File: src/design/pmm_defines.svh
// Constants for the management serial port: field codes, register numbers and counts.
`ifndef PMM_DEFINES_SVH
`define PMM_DEFINES_SVH

`define PMM_OP_READ      2'h2
`define PMM_OP_WRITE     2'h1
`define PMM_INIT_LAST    4'h1
`define PMM_TWO_LAST     4'h1
`define PMM_FIVE_LAST    4'h4
`define PMM_DATA_LAST    4'hF
`define PMM_REG_MMD_CTL  5'h0D
`define PMM_REG_MMD_DAT  5'h0E
`define PMM_REG_IMASK    5'h19
`define PMM_REG_ISTAT    5'h1A
`define PMM_REG_PAGE     5'h1F
`define PMM_PAGE_LSB     0
`define PMM_IRQ_PIN_EN   15
`define PMM_MMD_FN_HI    15
`define PMM_MMD_FN_LO    14
`define PMM_MMD_FN_ADDR  2'h0
`define PMM_MMD_IDX_HI   3
`define PMM_PORT1_OFS    5'h01
`define PMM_PAGE0        1'h0
`define PMM_WORD_ZERO    16'h0000

`endif

File: src/design/pmm_pkg.sv
// Types shared by the management serial port modules.
package pmm_pkg;

	typedef enum logic [3:0] {
		PMM_ST_INIT,
		PMM_ST_IDLE,
		PMM_ST_START,
		PMM_ST_OP,
		PMM_ST_PHYAD,
		PMM_ST_REGAD,
		PMM_ST_TA,
		PMM_ST_DATA,
		PMM_ST_IGNORE
	} pmm_state_t;

	typedef struct packed {
		logic [1:0] op;
		logic       port;
		logic       match;
		logic [4:0] regad;
	} pmm_frame_t;

endpackage : pmm_pkg

File: src/design/pmm_sync.sv
// Two-flop synchroniser for levels entering the core clock domain.
`timescale 1ns/1ps
module pmm_sync
	import pmm_pkg::*;
#(
	parameter int WIDTH = 1
) (
	input  wire logic             core_clk,
	input  wire logic             arst_n,
	input  wire logic [WIDTH-1:0] async_in,
	output logic      [WIDTH-1:0] sync_out
);

	logic [WIDTH-1:0] meta_r;

	always_ff @(posedge core_clk or negedge arst_n) begin
		if (!arst_n) begin
			meta_r   <= '0;
			sync_out <= '0;
		end else begin
			meta_r   <= async_in;
			sync_out <= meta_r;
		end
	end

endmodule : pmm_sync

File: src/design/pmm_irq.sv
// Sticky interrupt status and open-drain pin enable for one port.
`timescale 1ns/1ps
`include "pmm_defines.svh"
module pmm_irq
	import pmm_pkg::*;
(
	input  wire logic        core_clk,
	input  wire logic        arst_n,
	input  wire logic [15:0] event_lvl,
	input  wire logic        pin_en,
	input  wire logic        rd_clr,
	output logic      [15:0] status,
	output logic             irq_oe_n
);

	logic [15:0] event_d_r;
	logic [15:0] event_rise;
	logic [15:0] status_r;
	logic [15:0] status_nxt;
	logic        irq_oe_n_r;

	assign event_rise = event_lvl & ~event_d_r;
	// A new event in the clearing cycle survives the clear.
	assign status_nxt = (rd_clr ? `PMM_WORD_ZERO : status_r) | event_rise;
	assign status     = status_r;
	assign irq_oe_n   = irq_oe_n_r;

	always_ff @(posedge core_clk or negedge arst_n) begin
		if (!arst_n) begin
			event_d_r  <= '0;
			status_r   <= '0;
			irq_oe_n_r <= 1'b1;
		end else begin
			event_d_r  <= event_lvl;
			status_r   <= status_nxt;
			irq_oe_n_r <= ~(pin_en && (status_nxt != `PMM_WORD_ZERO));
		end
	end
endmodule : pmm_irq

File: src/design/pmm_mdio_port.sv
// Management serial port target: frame decoder, paged register bank and port interrupts.
// Functional notes
// - Sample data bits on clock rising edge.
// - Drive returned bits on clock rising edge.
// - Frames are 32 bits, optional preamble.
// - Idle line is released and pulled high.
// - Accept no preamble, or any length; after reset the code waits for two one bits before the first frame.
// - Bad start pattern ignored until preamble; the code returns to idle on the first one bit.
// - Opcode 10 reads, 01 writes, else ignore.
// - Act only on matching five-bit address.
// - Next five bits select the register.
// - Device drives second turnaround bit low.
// - Read data bits held edge to edge.
// - Thirty-two registers, register 31 selects page.
// - Registers 13 and 14 reach extended space.
// - Per-port interrupt pulls low when enabled.
// - Interrupt pins open-drain, never drive high.
// - Reading status returns, clears, releases interrupt.
// - Interrupt held until status is cleared.
`timescale 1ns/1ps
`include "pmm_defines.svh"
module pmm_mdio_port
	import pmm_pkg::*;
(
	input  wire logic        core_clk,
	input  wire logic        arst_n,
	input  wire logic        mdc,
	input  wire logic        mdio_in,
	output logic             mdio_out,
	output logic             mdio_oe_n,
	input  wire logic [4:0]  phy_addr,
	input  wire logic [15:0] port0_event,
	input  wire logic [15:0] port1_event,
	input  wire logic        port0_irq_n_in,
	output logic             port0_irq_n_out,
	output logic             port0_irq_n_oe_n,
	input  wire logic        port1_irq_n_in,
	output logic             port1_irq_n_out,
	output logic             port1_irq_n_oe_n
);

	logic [6:0]  sync_q;
	logic        mdc_s;
	logic        bit_in;
	logic [4:0]  phy_base;
	logic        mdc_d_r;
	logic        mdc_rise;

	pmm_sync #(.WIDTH(7)) u_sync (
		.core_clk (core_clk),
		.arst_n   (arst_n),
		.async_in ({mdc, mdio_in, phy_addr}),
		.sync_out (sync_q)
	);

	assign mdc_s    = sync_q[6];
	assign bit_in   = sync_q[5];
	assign phy_base = sync_q[4:0];
	assign mdc_rise = mdc_s & ~mdc_d_r;

	pmm_state_t  state_r;
	pmm_state_t  state_nxt;
	logic [3:0]  cnt_r;
	logic [3:0]  cnt_nxt;
	pmm_frame_t  frame_r;
	pmm_frame_t  frame_nxt;
	logic [15:0] shift_r;
	logic [15:0] shift_in;
	logic        hit0;
	logic        hit1;
	logic        is_read;
	logic        is_write;

	assign shift_in = {shift_r[14:0], bit_in};
	assign hit0     = (shift_in[4:0] == phy_base);
	assign hit1     = (shift_in[4:0] == phy_base + `PMM_PORT1_OFS);
	assign is_read  = frame_r.match && (frame_r.op == `PMM_OP_READ);
	assign is_write = frame_r.match && (frame_r.op == `PMM_OP_WRITE);

	always_comb begin
		state_nxt = state_r;
		cnt_nxt   = cnt_r;
		frame_nxt = frame_r;
		if (mdc_rise) begin
			cnt_nxt = cnt_r + 4'h1;
			case (state_r)
				PMM_ST_INIT: begin
					cnt_nxt = bit_in ? cnt_r + 4'h1 : 4'h0;
					if (bit_in && cnt_r == `PMM_INIT_LAST) begin
						state_nxt = PMM_ST_IDLE;
					end
				end
				PMM_ST_IDLE: begin
					cnt_nxt = 4'h0;
					if (!bit_in) begin
						state_nxt = PMM_ST_START;
					end
				end
				PMM_ST_START: begin
					cnt_nxt   = 4'h0;
					state_nxt = bit_in ? PMM_ST_OP : PMM_ST_IGNORE;
				end
				PMM_ST_OP: begin
					if (cnt_r == `PMM_TWO_LAST) begin
						cnt_nxt      = 4'h0;
						frame_nxt.op = shift_in[1:0];
						if (shift_in[1:0] == `PMM_OP_READ || shift_in[1:0] == `PMM_OP_WRITE) begin
							state_nxt = PMM_ST_PHYAD;
						end else begin
							state_nxt = PMM_ST_IGNORE;
						end
					end
				end
				PMM_ST_PHYAD: begin
					if (cnt_r == `PMM_FIVE_LAST) begin
						cnt_nxt         = 4'h0;
						frame_nxt.match = hit0 | hit1;
						frame_nxt.port  = ~hit0;
						state_nxt       = PMM_ST_REGAD;
					end
				end
				PMM_ST_REGAD: begin
					if (cnt_r == `PMM_FIVE_LAST) begin
						cnt_nxt         = 4'h0;
						frame_nxt.regad = shift_in[4:0];
						state_nxt       = PMM_ST_TA;
					end
				end
				PMM_ST_TA: begin
					if (cnt_r == `PMM_TWO_LAST) begin
						cnt_nxt   = 4'h0;
						state_nxt = PMM_ST_DATA;
					end
				end
				PMM_ST_DATA: begin
					if (cnt_r == `PMM_DATA_LAST) begin
						cnt_nxt   = 4'h0;
						state_nxt = PMM_ST_IDLE;
					end
				end
				PMM_ST_IGNORE: begin
					cnt_nxt = 4'h0;
					if (bit_in) begin
						state_nxt = PMM_ST_IDLE;
					end
				end
				default: begin
					cnt_nxt   = 4'h0;
					state_nxt = PMM_ST_INIT;
				end
			endcase
		end
	end

	always_ff @(posedge core_clk or negedge arst_n) begin
		if (!arst_n) begin
			mdc_d_r <= 1'b0;
			state_r <= PMM_ST_INIT;
			cnt_r   <= 4'h0;
			frame_r <= '0;
			shift_r <= '0;
		end else begin
			mdc_d_r <= mdc_s;
			state_r <= state_nxt;
			cnt_r   <= cnt_nxt;
			frame_r <= frame_nxt;
			shift_r <= mdc_rise ? shift_in : shift_r;
		end
	end

	// Register bank: two ports, two pages of 32 words each, plus the extended space.
	logic [15:0] regs_r [0:127];
	logic [15:0] eee_r [0:31];
	logic [15:0] page_r [0:1];
	logic [15:0] mmd_ctl_r [0:1];
	logic [15:0] mmd_addr_r [0:1];
	logic [15:0] istat [0:1];
	logic        p;
	logic [6:0]  mem_idx;
	logic [4:0]  eee_idx;
	logic        mmd_is_addr;
	logic [15:0] mmd_rd;
	logic [15:0] rd_word;
	logic        wr_fire;
	logic        rd_fire;
	logic        wr_plain;

	assign p           = frame_r.port;
	assign mem_idx     = {p, page_r[p][`PMM_PAGE_LSB], frame_r.regad};
	assign eee_idx     = {p, mmd_addr_r[p][`PMM_MMD_IDX_HI:0]};
	assign mmd_is_addr = (mmd_ctl_r[p][`PMM_MMD_FN_HI:`PMM_MMD_FN_LO] == `PMM_MMD_FN_ADDR);
	assign mmd_rd      = mmd_is_addr ? mmd_addr_r[p] : eee_r[eee_idx];
	assign rd_word     = (frame_r.regad == `PMM_REG_PAGE)    ? page_r[p] :
	                     (frame_r.regad == `PMM_REG_ISTAT)   ? istat[p] :
	                     (frame_r.regad == `PMM_REG_MMD_CTL) ? mmd_ctl_r[p] :
	                     (frame_r.regad == `PMM_REG_MMD_DAT) ? mmd_rd : regs_r[mem_idx];
	assign wr_fire     = mdc_rise && state_r == PMM_ST_DATA && cnt_r == `PMM_DATA_LAST && is_write;
	assign rd_fire     = mdc_rise && state_r == PMM_ST_TA && cnt_r == `PMM_TWO_LAST && is_read;
	assign wr_plain    = wr_fire && frame_r.regad != `PMM_REG_PAGE
	                     && frame_r.regad != `PMM_REG_ISTAT
	                     && frame_r.regad != `PMM_REG_MMD_CTL
	                     && frame_r.regad != `PMM_REG_MMD_DAT;

	always_ff @(posedge core_clk or negedge arst_n) begin
		if (!arst_n) begin
			regs_r     <= '{default: `PMM_WORD_ZERO};
			eee_r      <= '{default: `PMM_WORD_ZERO};
			page_r     <= '{default: `PMM_WORD_ZERO};
			mmd_ctl_r  <= '{default: `PMM_WORD_ZERO};
			mmd_addr_r <= '{default: `PMM_WORD_ZERO};
		end else if (wr_fire) begin
			case (frame_r.regad)
				`PMM_REG_PAGE: begin
					page_r[p] <= shift_in;
				end
				`PMM_REG_ISTAT: begin
				end
				`PMM_REG_MMD_CTL: begin
					mmd_ctl_r[p] <= shift_in;
				end
				`PMM_REG_MMD_DAT: begin
					if (mmd_is_addr) begin
						mmd_addr_r[p] <= shift_in;
					end else begin
						eee_r[eee_idx] <= shift_in;
					end
				end
				default: begin
					regs_r[mem_idx] <= shift_in;
				end
			endcase
		end
	end

	// Read data path; the line is only driven during a matched read.
	logic [15:0] rd_shift_r;
	logic        mdio_out_r;
	logic        mdio_oe_n_r;
	logic        ta_drive;
	logic        data_more;
	logic        data_end;

	assign ta_drive  = mdc_rise && state_r == PMM_ST_TA && cnt_r == 4'h0 && is_read;
	assign data_more = mdc_rise && state_r == PMM_ST_DATA && cnt_r != `PMM_DATA_LAST && is_read;
	assign data_end  = mdc_rise && state_r == PMM_ST_DATA && cnt_r == `PMM_DATA_LAST;
	assign mdio_out  = mdio_out_r;
	assign mdio_oe_n = mdio_oe_n_r;

	always_ff @(posedge core_clk or negedge arst_n) begin
		if (!arst_n) begin
			rd_shift_r  <= '0;
			mdio_out_r  <= 1'b0;
			mdio_oe_n_r <= 1'b1;
		end else if (ta_drive) begin
			mdio_out_r  <= 1'b0;
			mdio_oe_n_r <= 1'b0;
		end else if (rd_fire) begin
			mdio_out_r <= rd_word[15];
			rd_shift_r <= {rd_word[14:0], 1'b0};
		end else if (data_more) begin
			mdio_out_r <= rd_shift_r[15];
			rd_shift_r <= {rd_shift_r[14:0], 1'b0};
		end else if (data_end) begin
			mdio_oe_n_r <= 1'b1;
		end
	end

	// Interrupts; the status word of the read is captured before it clears.
	logic [1:0] rd_clr;

	assign rd_clr[0]        = rd_fire && frame_r.regad == `PMM_REG_ISTAT && !p;
	assign rd_clr[1]        = rd_fire && frame_r.regad == `PMM_REG_ISTAT && p;
	assign port0_irq_n_out  = 1'b0;
	assign port1_irq_n_out  = 1'b0;

	pmm_irq u_irq0 (
		.core_clk  (core_clk),
		.arst_n    (arst_n),
		.event_lvl (port0_event),
		.pin_en    (regs_r[{1'b0, `PMM_PAGE0, `PMM_REG_IMASK}][`PMM_IRQ_PIN_EN]),
		.rd_clr    (rd_clr[0]),
		.status    (istat[0]),
		.irq_oe_n  (port0_irq_n_oe_n)
	);

	pmm_irq u_irq1 (
		.core_clk  (core_clk),
		.arst_n    (arst_n),
		.event_lvl (port1_event),
		.pin_en    (regs_r[{1'b1, `PMM_PAGE0, `PMM_REG_IMASK}][`PMM_IRQ_PIN_EN]),
		.rd_clr    (rd_clr[1]),
		.status    (istat[1]),
		.irq_oe_n  (port1_irq_n_oe_n)
	);

	// Helper state that only the checks below read.
	logic        chk_wr_r;
	logic [6:0]  chk_idx_r;
	logic [15:0] chk_dat_r;

	always_ff @(posedge core_clk or negedge arst_n) begin
		if (!arst_n) begin
			chk_wr_r  <= 1'b0;
			chk_idx_r <= '0;
			chk_dat_r <= '0;
		end else begin
			chk_wr_r  <= wr_plain;
			chk_idx_r <= mem_idx;
			chk_dat_r <= shift_in;
		end
	end
endmodule : pmm_mdio_port

File: config.mk
export PLATFORM = sky130hd
export DESIGN_NAME = pmm_mdio_port
export DESIGN_NICKNAME = d
export VERILOG_FILES = /design/src/design/pmm_pkg.sv /design/src/design/pmm_sync.sv /design/src/design/pmm_irq.sv /design/src/design/pmm_mdio_port.sv
export VERILOG_INCLUDE_DIRS = /design/src /design/src/design
export SDC_FILE = /design/constraint.sdc
export NUM_CORES = 2
export LEC_CHECK = 0
export ABC_AREA = 0
export BUFFER_PORTS_ARGS = -buffer_cell sky130_fd_sc_hd__buf_4
export CAP_MARGIN = 10
export CORE_MARGIN = 4
export CORE_UTILIZATION = 40
export DETAILED_ROUTE_END_ITERATION = 12
export PLACE_DENSITY = 0.58
export SYNTH_ARGS = -nofsm -noshare
export SYNTH_HDL_FRONTEND = slang
export SYNTH_HIERARCHICAL = 1
export SYNTH_SLANG_ARGS = --single-unit
File: constraint.sdc
create_clock -name core_clk -period 6.7 [get_ports core_clk]
set_input_delay 1.675 -clock core_clk [delete_from_list [all_inputs] [get_ports core_clk]]
set_output_delay 1.675 -clock core_clk [all_outputs]
set_load 0.005 [all_outputs]
==> impl_results.md <==
- DRC: 0
- Most frequent cell after synthesis: dfrtp_1
- Vias per std cell: 6.06
- Sequential share of the synthesized area: roughly 56%
- Relative slew slack: a little over an eighth
- Initial Util: between 40% and 50%
- Crit-path max FO: 16
- Power per Cell Area: 258 nW/µm²
- Number of buffers created by CTS: around 310
- Port Buffers: between 40 and 50
- Distinct cells, synth: 96
- Minimum clock period: between 5000 and 6000 ps
- Setup crit end kind: flop
- Final antenna-violating net count: 0
- Worst slew pin tran: 1280 ps
- Largest net degree at the start of global routing: 174
- Worst Hold End: u_sync/sync_out[2]
- Clk_lat worst skew: between 900 and 1000 ps
- Async S/R FF share, synth: 100%
- Top cells by area, synth: dfrtp_1 (56%), mux2_2 (20%), mux2_1 (3.1%)
- R2R depth: 7
- DRT Wirelength: about 400,000 µm
- Post-cts sizing count: 0
- DR iter-0 viols: 8,127
- Drt wl/cell: 30.3 µm
- Clock sinks: 2,786
- Final Hold Viols: 0
- Peak VDD IR: 0.200 mV
- Final clock skew: 48.8 ps
- Syn_area_per_cell: 12.9 µm²
- Top post-synthesis cells by count: dfrtp_1 (2,783), mux2_2 (2,241), clkbuf_1 (782)
- Critical path required time: 7470 ps
- Ys flop type: dfrtp_1
- WHS Path Cells: 0
- Final nets: just over 9,000
- Area share of the largest cell type after synthesis: a little under three fifths
- Die Ht: 568 µm
- # rows: 205
- Max Buffers Root-to-Sink: 4
- Filler Cell Count: 27,912
- Core area: just over 300,000 µm²
- Final RePlAce weighted congestion: 0.871
- Status: finished clean
- Worst Hold Class: flop to flop
- Post-Synthesis Cell Area: 125,000 µm²
- CTS tree: done
- Die footprint: 322,000 µm²
- Die W: 568 µm
- Global-route wire length before repair: 601,000 µm
- Post-synth EDFFs: 0
- CTS clk-pin slew, worst paths: 60 ps
- Setup CP Type: flop to flop
- Hold-fix buffer count after cts: 0
- #FFs+latches synth: 2,786
- Share of cells above drive strength 1: 34.7%
- Post-synth top area cell: dfrtp_1
- Slew Viols, Final: 0
- Synth warnings: 6
- H-tree depth: 5
- Worst setup SP type: flop
- Post-Syn Instances: between 9,000 and 10,000
- Vias in the first global route: 84,051
- Synthesis-to-layout area growth: 11.0%
- Pleak: 65.9 nW
- R2R Path End: regs_r[309]
- Max_cap viols: 0
- # setup viols final: 0
- RSZ-0062 raised after global routing: false
- GRT Util Overall: 24.9%
- Antenna violations before repair: 22
- Hold_sp: u_sync/meta_r[2]
- RR Startpoint: state_r[2]
- Area occupied by multi-input gates: 50,800 µm²
- Fin crit share: 75.8%
- Fin Setup TNS: 0 ps
- Total power: between 0.03 and 0.04 W
- Ports: 49
- Post-DP HPWL: about 240,000 µm
- Post-CTS setup buffers: 0
- FF+latch area: 69,800 µm²
- Reg2Reg Setup Slack: 1620 ps
- Drt pass-1 iters: 6
- Clk root buf: clkbuf_16
- Worst EP arrival: about 5900 ps
- Peak Freq: 197 MHz
- Overflow after GRT: 0
- Vias: between 80,000 and 90,000
==> worst max-delay path by stage <==
stage	startpoint	end	slack [ps]	depth (start not counted)
after floorplan	cnt_r[1]	u_irq0/irq_oe_n	3300	13
after global placement	frame_r[0]	rd_shift_r[6]	1640	9
after global routing	p	rd_shift_r[8]	1500	10
after CTS	frame_r[0]	rd_shift_r[6]	1680	9
after detailed placement	frame_r[0]	rd_shift_r[6]	1720	9
final	state_r[2]	regs_r[309]	1620	7
==> where the power goes <==
part	total [W]	leakage [nW]	switching, W	internal [W]
combinational	0.00146	22.2	0.00125	0.000215
clock	0.0172	5.05	0.00707	0.0101
sequential	0.0172	38.6	0.000367	0.0169
total	0.0359	65.9	0.00868	0.0272
==> logic make-up after synthesis <==
family / share of synthesized area [%]
and+or+nand+nor: 4.62
buffers and inverters: 4.04
muxes: 27.4
other: 0.00299
DFF: 55.6
xor gates and xnor gates: 0.0769
AOI/OAI and AO/OA: 8.23
adders and majority gates: 0.0399
==> sequential cells by signal, indices dropped and copies added, names as in the netlist, 4 cells and up <==
signal,cells
u_irq0/status,16
u_sync/sync_out,7
u_irq1/event_d_r,16
u_irq0/event_d_r,16
cnt_r,4
rd_shift_r,15
mmd_addr_r,32
regs_r,2048
page_r,32
state_r,4
u_sync/meta_r,7
frame_r,8
u_irq1/status,16
mmd_ctl_r,32
shift_r,15
eee_r,512
==> layout make-up <==
| class | count | area share, % |
|---|---|---|
| Antenna cell | 6 | 0.0108 |
| Clock buffer | 467 | 6.64 |
| Clock inverter | 79 | 0.699 |
| Inverter | 78 | 0.217 |
| Multi-Input combinational cell | 5688 | 36.5 |
| Sequential cell | 2786 | 50.2 |
| Tap cell | 4140 | 3.72 |
| Timing Repair Buffer | 306 | 2.04 |
==> cell usage in the layout (no fill, tap or decap), types with 14 or more instances in the layout <==
master,netlist,layout
a22o_1,54,54
bufinv_16,0,16
nor2b_1,20,14
a222oi_1,18,18
o2bb2ai_1,27,27
o221ai_1,47,47
a311oi_1,42,41
a211oi_1,51,51
o2111ai_1,21,21
nor2_4,16,22
nand4_1,20,20
nor3_1,30,28
o211ai_1,52,52
mux2_1,350,350
buf_12,2,42
o22ai_1,51,51
mux2_2,2241,2239
o21ai_0,186,186
or4_1,16,16
inv_1,75,72
mux2i_1,286,283
clkinv_2,0,42
nand3_1,152,152
buf_4,34,262
clkbuf_8,0,81
a221oi_1,244,244
a221o_1,42,42
a22oi_1,175,175
dfrtp_4,0,22
mux4_2,101,101
clkbuf_1,782,72
a21oi_1,259,259
and3_1,50,49
dfrtp_1,2783,2761
nand2_1,671,671
clkbuf_16,0,314
nand2_2,29,29
nor2_1,193,185
a31oi_1,51,51
==> routing by layer <==
metal	wire length [µm]	up-vias	GRT usage [%]
li1	-	34042	-
met1	177000	44208	35.1
met2	187000	3182	38.7
met3	30500	737	4.70
met4	15800	8	8.57
met5	94	-	0
==> worst max-delay path, cell delays in order (launching register included) <==
cell and delay (ps):
dfrtp_1 640, nand4bb_1 460, nor4_4 600, nand4_2 630, nor3_4 730, buf_4 520, nand2_1 770, mux2_2 540
==> through the flow <==
| stage | utilization [%] | instance area, µm² | hold slack (ps) | worst slack [ps] | cells |
|---|---|---|---|---|---|
| finish | 44.6 | 139000 | 346 | 1620 | 13550 |
| floorplan | - | 125000 | 331 | 3300 | 9681 |
| global route | 44.6 | 139000 | 353 | 1500 | 13545 |
| detailed placement | 41.3 | 129000 | 335 | 1720 | 12997 |
| global placement | 41.3 | 129000 | 334 | 1640 | 12997 |
| CTS | 44.6 | 139000 | 348 | 1680 | 13543 |
Note: power is estimated with default switching activity, not from simulation.
